File: src/adc_ctrl_pkg.sv
// Constants, types and helper functions for the converter sequencing block
package adc_ctrl_pkg;
    localparam logic [7:0] OFS_CTRL_ONE = 8'h00;
    localparam logic [7:0] OFS_CTRL_TWO = 8'h04;
    localparam logic [7:0] OFS_CTRL_THREE = 8'h08;
    localparam logic [7:0] OFS_SCAN_LOW = 8'h0c;
    localparam logic [7:0] OFS_SCAN_HIGH = 8'h10;
    localparam logic [7:0] OFS_PIN_CFG_LOW = 8'h14;
    localparam logic [7:0] OFS_STATUS = 8'h18;
    localparam logic [7:0] OFS_BUF_CFG = 8'h1c;
    localparam logic [1:0] RESULT_PAGE = 2'h1;
    localparam logic [15:0] CTRL_ONE_MASK = 16'hb7ef;
    localparam logic [15:0] CTRL_TWO_MASK = 16'he73f;
    localparam logic [15:0] CTRL_THREE_MASK = 16'h9fff;
    localparam logic [15:0] REG_RST = 16'h0000;
    localparam logic [15:0] BUF_CFG_RST = 16'h1000;
    localparam int B_ON = 15;
    localparam int B_BUILD_ORDER = 12;
    localparam int B_MODE = 10;
    localparam int B_FORM = 8;
    localparam int B_TRIG = 5;
    localparam int B_AUTO = 2;
    localparam int B_ACQUIRE_ENABLE_BIT = 1;
    localparam int B_DONE = 0;
    localparam int B_REF = 13;
    localparam int B_SCAN = 10;
    localparam int B_CHPS = 8;
    localparam int B_RATE = 2;
    localparam int B_SAMC = 8;
    localparam int B_DMA_ATT = 0;
    localparam int B_CH0_SEL = 4;
    localparam int B_BUF_SIZE = 8;
    localparam int NUM_INPUTS = 9;
    localparam int RESULT_DEPTH = 16;
    localparam logic [2:0] TRIG_SOFT = 3'h0;
    localparam logic [2:0] TRIG_RESERVED = 3'h6;
    localparam logic [2:0] TRIG_AUTO = 3'h7;

    typedef enum logic [1:0] {ST_IDLE, ST_SAMPLE, ST_CONVERT} seqState_t;

    typedef struct packed {
        logic start;
        logic res12;
        logic [1:0] slot;
        logic [3:0] chan;
    } convReq_t;

    function automatic logic [1:0] lastSlot(input logic res12, input logic [1:0] chps);
        if (res12 || chps == 2'h0) begin
            return 2'h0;
        end else if (chps == 2'h1) begin
            return 2'h1;
        end
        return 2'h3;
    endfunction : lastSlot

    function automatic logic [3:0] nextScan(input logic [8:0] list, input logic [3:0] from);
        logic [3:0] r;
        r = 4'h0;
        for (int i = NUM_INPUTS - 1; i >= 0; i--) begin
            if (list[i]) r = 4'(i);
        end
        for (int i = NUM_INPUTS - 1; i >= 0; i--) begin
            if (list[i] && 4'(i) >= from) r = 4'(i);
        end
        return r;
    endfunction : nextScan

    function automatic logic [15:0] formatResult(input logic [11:0] d, input logic res12, input logic [1:0] form);
        logic [15:0] r;
        r = 16'h0000;
        if (res12) begin
            case (form)
                2'h0: r = {4'h0, d};
                2'h1: r = {{5{~d[11]}}, d[10:0]};
                2'h2: r = {d, 4'h0};
                default: r = {~d[11], d[10:0], 4'h0};
            endcase
        end else begin
            case (form)
                2'h0: r = {6'h00, d[9:0]};
                2'h1: r = {{7{~d[9]}}, d[8:0]};
                2'h2: r = {d[9:0], 6'h00};
                default: r = {~d[9], d[8:0], 6'h00};
            endcase
        end
        return r;
    endfunction : formatResult
endpackage : adc_ctrl_pkg

File: src/adc_result_mem.sv
// Sixteen-word result store with registered read data
`timescale 1ns/100ps
module adc_result_mem
    import adc_ctrl_pkg::*;
(
    input wire logic core_clk,
    input wire logic wrEn,
    input wire logic [3:0] wrAddr,
    input wire logic [15:0] wrData,
    input wire logic [3:0] rdAddr,
    output logic [15:0] rdData
);
    logic [15:0] store [RESULT_DEPTH];

    always_ff @(posedge core_clk) begin
        if (wrEn) store[wrAddr] <= wrData;
    end

    always_ff @(posedge core_clk) begin
        rdData <= store[rdAddr];
    end
endmodule : adc_result_mem

File: src/adc_op_counter.sv
// Sample/convert operation counter with rate wrap
`timescale 1ns/100ps
module adc_op_counter
    import adc_ctrl_pkg::*;
(
    input wire logic core_clk,
    input wire logic rstn,
    input wire logic enable,
    input wire logic opDone,
    input wire logic [3:0] rate,
    output logic [3:0] count,
    output logic wrap
);
    assign wrap = opDone && count >= rate;

    always_ff @(posedge core_clk) begin
        if (!rstn || !enable) begin
            count <= 4'h0;
        end else if (wrap) begin
            count <= 4'h0;
        end else if (opDone) begin
            count <= count + 4'h1;
        end
    end
endmodule : adc_op_counter

File: src/adc_seq_ctrl.sv
// Converter sequencing, result buffering and DMA addressing with APB registers
//
// The placing of the registers and the APB register port were left to the implementer.
`timescale 1ns/100ps
// Notes on behaviour
// - Mode bit picks 10-bit four-channel (reset default) or 12-bit one-channel
// - 10-bit mode samples up to four inputs at the same instant
// - 12-bit mode uses one sample-and-hold, converting one channel at a time
// - Nine analog inputs, numbered zero to eight, are selectable
// - A DMA request accompanies every interrupt flag set when DMA attached
// - Increment-rate field sets operations between DMA pointer increments
// - Build-order bit set gives DMA addresses in conversion order
// - Build-order bit clear gives scatter/gather address from input and size
// - Increment-rate field sets operations between interrupt flag sets
// - With scanning on, the rate count restarts the scan list
// - Without DMA, sixteen results fill in turn, pointer wraps at rate
// - With DMA, one result register is overwritten by each conversion
// - Done flag clears at conversion start, sets at completion, then holds
// - Digital input reads one only when both converters configure it digital
// - Trigger field: 000 software, 111 auto counter, 110 reserved, others events
// - Auto-start restarts sampling after the last conversion and sets sample bit
// - Increment-rate field value plus one gives the operation count
module adc_seq_ctrl
    import adc_ctrl_pkg::*;
(
    input wire logic core_clk,
    input wire logic rstn,
    input wire logic psel,
    input wire logic penable,
    input wire logic pwrite,
    input wire logic [7:0] paddr,
    input wire logic [31:0] pwdata,
    output logic pready,
    output logic [31:0] prdata,
    output logic pslverr,
    input wire logic convDone,
    input wire logic [11:0] convData,
    input wire logic [7:0] trigEvent,
    input wire logic [8:0] padIn,
    input wire logic [8:0] otherPinCfg,
    output convReq_t convReq,
    output logic [3:0] sampleHold,
    output logic convClk,
    output logic [2:0] refSel,
    output logic dmaReq,
    output logic [11:0] dmaAddr,
    output logic [15:0] dmaData,
    output logic intFlag,
    output logic [8:0] digitalIn
);
    logic [15:0] ctrlOne, ctrlTwo, ctrlThree, scanLow, scanHigh, pinCfg, bufCfg;
    logic [15:0] next_ctrlOne, memRd, result;
    logic [31:0] readMux;
    logic readHit, access, wr, endSample, hwStart, convAccept, opDone, opWrap;
    seqState_t state;
    logic [1:0] slot, last;
    logic [4:0] sampCnt;
    logic [3:0] opCount, wrPtr, scanPos, curChan, firstScan;
    logic [7:0] dmaPtr, divCnt;

    assign access = psel && penable;
    assign wr = access && pready && pwrite;
    assign last = lastSlot(ctrlOne[B_MODE], ctrlTwo[B_CHPS +: 2]);
    assign convAccept = state == ST_CONVERT && convDone;
    assign opDone = convAccept && convReq.slot == last;
    assign result = formatResult(convData, ctrlOne[B_MODE], ctrlOne[B_FORM +: 2]);
    assign firstScan = nextScan(scanLow[8:0], 4'h0);

    // Register read decode
    always_comb begin
        readMux = 32'h0;
        readHit = 1'b1;
        if (paddr == OFS_CTRL_ONE) begin
            readMux[15:0] = ctrlOne;
        end else if (paddr == OFS_CTRL_TWO) begin
            readMux[15:0] = ctrlTwo;
        end else if (paddr == OFS_CTRL_THREE) begin
            readMux[15:0] = ctrlThree;
        end else if (paddr == OFS_SCAN_LOW) begin
            readMux[15:0] = scanLow;
        end else if (paddr == OFS_SCAN_HIGH) begin
            readMux[15:0] = scanHigh;
        end else if (paddr == OFS_PIN_CFG_LOW) begin
            readMux[15:0] = pinCfg;
        end else if (paddr == OFS_STATUS) begin
            readMux[31:0] = {dmaPtr, wrPtr, opCount, scanPos, 2'(state), slot, 7'h00, intFlag};
        end else if (paddr == OFS_BUF_CFG) begin
            readMux[15:0] = bufCfg;
        end else if (paddr[7:6] == RESULT_PAGE) begin
            readMux[15:0] = memRd;
        end else begin
            readHit = 1'b0;
        end
    end

    // One wait state, then answer
    always_ff @(posedge core_clk) begin
        if (!rstn) begin
            pready <= 1'b0;
            pslverr <= 1'b0;
            prdata <= 32'h0;
        end else if (access && !pready) begin
            pready <= 1'b1;
            pslverr <= !readHit;
            prdata <= pwrite ? 32'h0 : readMux;
        end else begin
            pready <= 1'b0;
            pslverr <= 1'b0;
        end
    end

    // Control one with hardware-owned sample and done bits
    always_comb begin
        next_ctrlOne = ctrlOne;
        if (wr && paddr == OFS_CTRL_ONE) begin
            next_ctrlOne = pwdata[15:0] & CTRL_ONE_MASK;
            if (ctrlOne[B_ON]) next_ctrlOne[B_MODE] = ctrlOne[B_MODE];
            next_ctrlOne[B_DONE] = ctrlOne[B_DONE] & pwdata[B_DONE];
        end
        if (hwStart && ctrlOne[B_TRIG +: 3] != TRIG_SOFT) next_ctrlOne[B_ACQUIRE_ENABLE_BIT] = 1'b0;
        if (hwStart) next_ctrlOne[B_DONE] = 1'b0;
        if (convAccept) next_ctrlOne[B_DONE] = 1'b1;
        if (opDone && ctrlOne[B_AUTO]) next_ctrlOne[B_ACQUIRE_ENABLE_BIT] = 1'b1;
    end

    always_ff @(posedge core_clk) begin
        if (!rstn) begin
            ctrlOne <= REG_RST;
        end else begin
            ctrlOne <= next_ctrlOne;
        end
    end

    // Other software registers
    always_ff @(posedge core_clk) begin
        if (!rstn) begin
            ctrlTwo <= REG_RST;
            ctrlThree <= REG_RST;
            scanLow <= REG_RST;
            scanHigh <= REG_RST;
            pinCfg <= REG_RST;
            bufCfg <= BUF_CFG_RST;
        end else if (wr) begin
            if (paddr == OFS_CTRL_TWO) ctrlTwo <= pwdata[15:0] & CTRL_TWO_MASK;
            if (paddr == OFS_CTRL_THREE) ctrlThree <= pwdata[15:0] & CTRL_THREE_MASK;
            if (paddr == OFS_SCAN_LOW) scanLow <= pwdata[15:0];
            if (paddr == OFS_SCAN_HIGH) scanHigh <= pwdata[15:0];
            if (paddr == OFS_PIN_CFG_LOW) pinCfg <= pwdata[15:0];
            if (paddr == OFS_BUF_CFG) bufCfg <= pwdata[15:0];
        end
    end

    // end of sampling by trigger source
    always_comb begin
        case (ctrlOne[B_TRIG +: 3])
            TRIG_SOFT: endSample = !ctrlOne[B_ACQUIRE_ENABLE_BIT];
            TRIG_AUTO: endSample = sampCnt >= ctrlThree[B_SAMC +: 5];
            TRIG_RESERVED: endSample = 1'b0;
            default: endSample = trigEvent[ctrlOne[B_TRIG +: 3]];
        endcase
        hwStart = state == ST_SAMPLE && endSample;
    end

    // slot zero input from scan or select
    assign curChan = ctrlTwo[B_SCAN] ? scanPos : bufCfg[B_CH0_SEL +: 4];

    // Sequencer
    always_ff @(posedge core_clk) begin
        if (!rstn || !ctrlOne[B_ON]) begin
            state <= ST_IDLE;
            slot <= 2'h0;
            sampCnt <= 5'h0;
            convReq <= '0;
        end else begin
            convReq.start <= 1'b0;
            case (state)
                ST_IDLE: begin
                    sampCnt <= 5'h0;
                    if (ctrlOne[B_ACQUIRE_ENABLE_BIT]) state <= ST_SAMPLE;
                end
                ST_SAMPLE: begin
                    sampCnt <= sampCnt + 5'h1;
                    if (endSample) begin
                        state <= ST_CONVERT;
                        slot <= 2'h0;
                        convReq <= '{start: 1'b1, res12: ctrlOne[B_MODE], slot: 2'h0, chan: curChan};
                    end
                end
                default: begin
                    if (convDone && slot != last) begin
                        slot <= slot + 2'h1;
                        convReq <= '{start: 1'b1, res12: ctrlOne[B_MODE], slot: slot + 2'h1,
                                     chan: {2'h0, slot + 2'h1}};
                    end else if (convDone) begin
                        state <= ctrlOne[B_AUTO] ? ST_SAMPLE : ST_IDLE;
                        sampCnt <= 5'h0;
                    end
                end
            endcase
        end
    end

    always_ff @(posedge core_clk) begin
        if (!rstn || state != ST_SAMPLE) begin
            sampleHold <= 4'h0;
        end else begin
            sampleHold <= {last == 2'h3, last == 2'h3, last != 2'h0, 1'b1};
        end
    end

    adc_op_counter opCounter (
        .core_clk(core_clk),
        .rstn(rstn),
        .enable(ctrlOne[B_ON]),
        .opDone(opDone),
        .rate(ctrlTwo[B_RATE +: 4]),
        .count(opCount),
        .wrap(opWrap)
    );

    // sequential fill, single slot with DMA
    adc_result_mem resultMem (
        .core_clk(core_clk),
        .wrEn(convAccept),
        .wrAddr(bufCfg[B_DMA_ATT] ? 4'h0 : wrPtr),
        .wrData(result),
        .rdAddr(paddr[5:2]),
        .rdData(memRd)
    );

    always_ff @(posedge core_clk) begin
        if (!rstn || !ctrlOne[B_ON]) begin
            wrPtr <= 4'h0;
        end else if (convAccept) begin
            wrPtr <= opWrap ? 4'h0 : wrPtr + 4'h1;
        end
    end

    always_ff @(posedge core_clk) begin
        if (!rstn || !ctrlOne[B_ON] || !ctrlTwo[B_SCAN]) begin
            scanPos <= firstScan;
        end else if (opDone) begin
            scanPos <= opWrap ? firstScan : nextScan(scanLow[8:0], scanPos + 4'h1);
        end
    end

    // flag set at rate count, set wins
    always_ff @(posedge core_clk) begin
        if (!rstn) begin
            intFlag <= 1'b0;
        end else if (opWrap) begin
            intFlag <= 1'b1;
        end else if (wr && paddr == OFS_STATUS && pwdata[0]) begin
            intFlag <= 1'b0;
        end
    end

    // DMA pointer steps at rate count
    always_ff @(posedge core_clk) begin
        if (!rstn || !ctrlOne[B_ON]) begin
            dmaPtr <= 8'h0;
        end else if (opWrap) begin
            dmaPtr <= (dmaPtr + 8'h1 >= bufCfg[B_BUF_SIZE +: 8]) ? 8'h0 : dmaPtr + 8'h1;
        end
    end

    always_ff @(posedge core_clk) begin
        if (!rstn) begin
            dmaReq <= 1'b0;
            dmaAddr <= 12'h0;
            dmaData <= 16'h0;
        end else begin
            dmaReq <= opWrap && bufCfg[B_DMA_ATT];
            if (opWrap) begin
                dmaData <= result;
                dmaAddr <= ctrlOne[B_BUILD_ORDER] ? {8'h00, wrPtr}
                         : 12'(convReq.chan * bufCfg[B_BUF_SIZE +: 8]) + {4'h0, dmaPtr};
            end
        end
    end

    always_ff @(posedge core_clk) begin
        if (!rstn) begin
            digitalIn <= 9'h0;
            refSel <= 3'h0;
        end else begin
            digitalIn <= padIn & pinCfg[8:0] & otherPinCfg;
            refSel <= ctrlTwo[B_REF +: 3];
        end
    end

    // Conversion clock divider
    always_ff @(posedge core_clk) begin
        if (!rstn || !ctrlOne[B_ON]) begin
            divCnt <= 8'h0;
            convClk <= 1'b0;
        end else if (divCnt >= ctrlThree[7:0]) begin
            divCnt <= 8'h0;
            convClk <= !convClk;
        end else begin
            divCnt <= divCnt + 8'h1;
        end
    end

    chk_done_clear: assert property (@(posedge core_clk) disable iff (!rstn)
        hwStart |=> !ctrlOne[B_DONE]) else $error("done not cleared");
    chk_done_held: assert property (@(posedge core_clk) disable iff (!rstn)
        (ctrlOne[B_DONE] && !hwStart && !(wr && paddr == OFS_CTRL_ONE && !pwdata[B_DONE])) |=> ctrlOne[B_DONE])
        else $error("done not held");
    chk_single_slot: assert property (@(posedge core_clk) disable iff (!rstn)
        (convReq.start && convReq.res12) |-> convReq.slot == 2'h0 && sampleHold[3:1] == 3'h0) else
        $error("extra slot in 12-bit");
    chk_mode_frozen: assert property (@(posedge core_clk) disable iff (!rstn)
        $past(ctrlOne[B_ON]) |-> ctrlOne[B_MODE] == $past(ctrlOne[B_MODE])) else $error("mode changed while on");
    chk_flag_rate: assert property (@(posedge core_clk) disable iff (!rstn)
        opDone |=> (intFlag == ($past(opCount) >= $past(ctrlTwo[5:2])) || $past(intFlag))) else
        $error("flag rate wrong");
    chk_dma_request: assert property (@(posedge core_clk) disable iff (!rstn)
        (opWrap && bufCfg[B_DMA_ATT]) |=> dmaReq && intFlag ##1 !dmaReq) else $error("dma request missing");
    chk_counter_off: assert property (@(posedge core_clk) disable iff (!rstn)
        !ctrlOne[B_ON] |=> opCount == 4'h0 && wrPtr == 4'h0) else $error("counter kept while off");
    chk_pointer_wrap: assert property (@(posedge core_clk) disable iff (!rstn)
        (opWrap && ctrlOne[B_ON]) |=> wrPtr == 4'h0) else $error("pointer did not wrap");
    chk_auto_restart: assert property (@(posedge core_clk) disable iff (!rstn)
        (opDone && ctrlOne[B_AUTO] && ctrlOne[B_ON]) |=> state == ST_SAMPLE ##1 sampleHold[0]) else
        $error("no auto restart");
    chk_digital_gate: assert property (@(posedge core_clk) disable iff (!rstn)
        !otherPinCfg[0] ##1 1'b1 |-> !digitalIn[0]) else $error("digital input not gated");
endmodule : adc_seq_ctrl

File: config.mk
export PLATFORM = sky130hd
export DESIGN_NAME = adc_seq_ctrl
export DESIGN_NICKNAME = d
export VERILOG_FILES = /design/src/adc_ctrl_pkg.sv /design/src/adc_result_mem.sv /design/src/adc_op_counter.sv /design/src/adc_seq_ctrl.sv
export SDC_FILE = /design/constraint.sdc
export NUM_CORES = 1
export LEC_CHECK = 0
export ABC_AREA = 1
export BUFFER_PORTS_ARGS = -buffer_cell sky130_fd_sc_hd__buf_2
export CORE_MARGIN = 4
export CORE_UTILIZATION = 25
export DETAILED_ROUTE_END_ITERATION = 6
export SYNTH_ARGS = -nofsm -noshare
export SYNTH_HDL_FRONTEND = slang
export SYNTH_SLANG_ARGS = --single-unit
File: constraint.sdc
create_clock -name core_clk -period 4.6 [get_ports core_clk]
set_input_delay 1.38 -clock core_clk [delete_from_list [all_inputs] [get_ports core_clk]]
set_output_delay 1.38 -clock core_clk [all_outputs]
set_load 0.005 [all_outputs]
==> results.py <==
metrics = {
    "power": {
        "sequentialPowerShare_pct": 50.4,
        "power.share.switching_pct": 22.2,
        "power.leakage_nw": 9.84,
        "power.ir.vdd_worst_mv": 0.300,
        "pd_cells_nw_per_um2": 364,
        "design_power_total_mw": 9.30,
        "power_switching_mw": 2.06,
        "comb_power_share_pct": 3.8,
        "clockPowerShare_pct": 45.7,
        "internal-power_mw": 7.24,
    },
    "critical_path": {
        "critPathSlowestCell": "sky130_fd_sc_hd__dfxtp_1",
        "timing.critical_path.from_type": "register",
        "worst-endpoint-required_ps": 5050,
        "critical_path.reg2reg.startpoint": "convReq[2]",
        "critical_path.endpoint_type": "register",
        "startpoint": "convReq[2]",
        "cp_max_fanout": 10,
        "criticalPathCategory": "reg2reg",
        "crit_path_max_incr_delay_ps": 580,
        "arrival_ps": 4250,
        "crit_path_cell_trace": "nand2_1 > inv_1 > fa_1 > fa_1 > inv_1 > fa_1 > inv_1 > ha_1 > a21oi_1 > nand2_1 > nand4_1 > nand2_1 > or2_2 > a32oi_1 > nor2_1",
    },
    "synth": {
        "post_synth_num_cell_types": 52,
        "avgSynthCellArea_um2": 9.67,
        "synth_seq_area_share_pct": 58.0,
        "synth.top_cells.by_area": "sky130_fd_sc_hd__edfxtp_1 36%, sky130_fd_sc_hd__dfxtp_1 22%, sky130_fd_sc_hd__nand2_1 6.3%",
        "synthesis.yosys.warnings": 0,
        "post-synth-top-area-fraction_pct": 35.9,
        "post_synth_inst_count": 2247,
        "synth_nets": 2403,
        "yosysTopAreaCell": "sky130_fd_sc_hd__edfxtp_1",
        "yosys_register_bits": 500,
        "post_synth_instance_area_um2": 21700,
    },
    "timing": {
        "rsz0062_at_grt": "false",
        "slew_viol_final": 0,
        "setup-violations-final": 0,
        "relSlewSlack_pct": 18.2,
        "timing.final.crit_share_pct": 82.7,
        "final.setup.tns_ps": 0,
        "timing.final.ws_setup_ps": 795,
        "hold_violations": 0,
        "final.setup_skew_ps": 13.2,
        "layout_min_cycle_time_ps": 3800,
        "max_freq_mhz": 263,
        "worst-slew-pin-transition_ps": 1220,
    },
    "route": {
        "drt-total-wl_um": 66800,
        "number_of_drc_markers_after_the_initial_detailed_route_iteration": 1531,
        "postRouteAntennaNets": 0,
        "wirelength_per_cell_um": 18.6,
        "route.detailed.drc": 0,
        "via_per_inst": 4.72,
        "drt-pass1-iter-count": 6,
        "detailroute.via_count": 16923,
    },
    "min_path": {
        "min-delay-path-class": "reg2reg",
        "worstHoldStart": "pinCfg[10]",
    },
    "floorplan": {
        "io_pins": 173,
        "die_h_um": 303,
        "core.rowCount": 107,
        "effective_utilization_at_floorplan_pct": 25.4,
        "die-area_um2": 91700,
        "fp.coreArea_um2": 85700,
        "dieWidth_um": 303,
    },
    "global_routing": {
        "grt_pass1_vias": 15485,
        "met2_usage_pct": 22.7,
        "grt_overflow": 0,
        "antenna_violations_before_repair": 7,
        "gr-usage-met3_pct": 2.58,
        "largest_net_degree_at_the_start_of_global_routing": 92,
        "grt-busiest-layer": "met2",
        "grt_pass1_wl_um": 97800,
        "grtUsageMet1_pct": 19.2,
        "global_route.usage.total_pct": 14.1,
    },
    "finish": {
        "layout.area.seq_um2": 12600,
        "fill_cells": 8919,
        "drive_gt1_share_pct": 13.7,
        "layout_commonest_cell": "sky130_fd_sc_hd__nand2_1",
        "finalNetCount": 2549,
        "area_growth_pct": 17.7,
        "mostFrequentLayoutCells": "363 x sky130_fd_sc_hd__nand2_1, 260 x sky130_fd_sc_hd__edfxtp_1, 240 x sky130_fd_sc_hd__dfxtp_1, 221 x sky130_fd_sc_hd__a21oi_1, 208 x sky130_fd_sc_hd__inv_1",
        "stdcell_count": 3584,
        "multiInputGateArea_um2": 7830,
        "design_area_um2": 25600,
    },
    "run": {
        "maximum_capacitance_violations": 0,
    },
    "place": {
        "post_dp_cell_area_um2": 23800,
        "dp.final_hpwl_um": 45500,
        "place_worst_setup_slack_ps": 551,
        "buffer_ports.inserted": 153,
        "dp.cells": 3482,
        "globalplace.congestion": 0.922,
    },
    "clocking": {
        "tritoncts_clock_tree": "built",
        "ctsHtreeMaxLevel": 2,
        "post_cts_setup_inserts": 0,
        "clock_path_buffers": 3,
        "cts.reportedPaths.clkPinSlew_ps": 60,
        "cts_hold_buf": 0,
        "cts_repair_resize_count": 0,
        "clk_root_buffer_cell": "sky130_fd_sc_hd__clkbuf_16",
        "cts_inserted_buffers": 53,
        "worstSkewPairLatency_ps": 600,
        "cts.sink_count": 500,
    },
    "outcome": {
        "run_status": "finished, final reports clean",
    },
}
==> synth_stat cells (all sizes together) <==
master	n
o21bai	2
o311ai	1
nor3	15
o22ai	7
a32oi	2
or3b	7
a21boi	2
o21ai	168
a41oi	2
a31oi	11
a22oi	114
a21oi	221
a31o	1
o31ai	4
o21a	1
nor2	197
nand3	127
a2111oi	1
clkinv	2
o32ai	1
clkbuf	65
nand4	24
and2	1
buf	44
or2	7
nor4	1
dfxtp	240
inv	222
nor3b	1
and3	1
o2111ai	2
edfxtp	260
xnor2	4
xor2	16
a311o	9
a221oi	7
nand2	367
o211ai	18
fa	19
ha	53
==> metrics by stage <==
step | hold slack [ps] | util, %
6_report | 454 | 29.9
3_5_place_dp | 444 | 27.8
4_1_cts | 453 | 29.8
2_1_floorplan | 417 | -
3_3_place_gp | 439 | 27.8
5_1_grt | 463 | 29.8
==> registers in the layout (all words and copies together), names as in the netlist, 13 cells and up <==
register,cells
bufCfg,16
ctrlOne,13
ctrlThree,14
dmaData,16
pinCfg,16
prdata,32
resultMem.rdData,16
resultMem.store,256
scanHigh,16
scanLow,16
==> worst paths after layout <==
check / end / slack, ps / cells past startpoint
max: dmaAddr[9] / 800 / 15
min: pinCfg[10] / 450 / 2
max reg2reg: dmaAddr[9] / 800 / 15
min reg2reg: pinCfg[10] / 450 / 2
==> cell families after synthesis <==
| kind of cell | count (synthesis) | synth area share, % |
|---|---|---|
| AOI/OAI and AO/OA | 574 | 15.5 |
| xor gates and xnor gates | 20 | 0.806 |
| and+or+nand+nor | 748 | 14.9 |
| DFF | 500 | 58.0 |
| buffers and inverters | 333 | 6.05 |
| adders and majority gates | 72 | 4.80 |
==> routing by layer <==
layer	share of wire (%)	vias to the layer above	wire (um)
li1	-	8098	-
met1	44	8085	29600
met2	46	613	30500
met3	7.1	123	4720
met4	2.9	4	1930
met5	0.040	-	27
==> area by class of cell <==
| cell class | count | share of cell area, % |
|---|---|---|
| clock inverter | 19 | 0.861 |
| antenna | 3 | 0.0293 |
| timing repair buffer | 200 | 4.42 |
| inverter | 224 | 3.29 |
| multi-input combinational | 1414 | 30.6 |
| clock buffer | 80 | 5.90 |
| sequential | 500 | 49.3 |
| tap | 1144 | 5.60 |
==> critical path: cells and delay by family (launching register included) <==
family          cells  cell delay (ps)
compound gates      2              380
simple gates        6              690
buf+inv             3              180
flops               1              580
fa+ha+maj           4             1830
==> power groups by stage <==
stage / logic, mW / registers [mW] / clock network (mW)
6_report: 0.355 / 4.69 / 4.25
3_3_place_gp: 0.355 / 4.79 / 0
5_1_grt: 0.386 / 4.69 / 4.51
4_1_cts: 0.357 / 4.69 / 4.33
3_5_place_dp: 0.356 / 4.79 / 0
2_1_floorplan: 0.188 / 4.79 / 0
(Power assumes the default switching activity.)
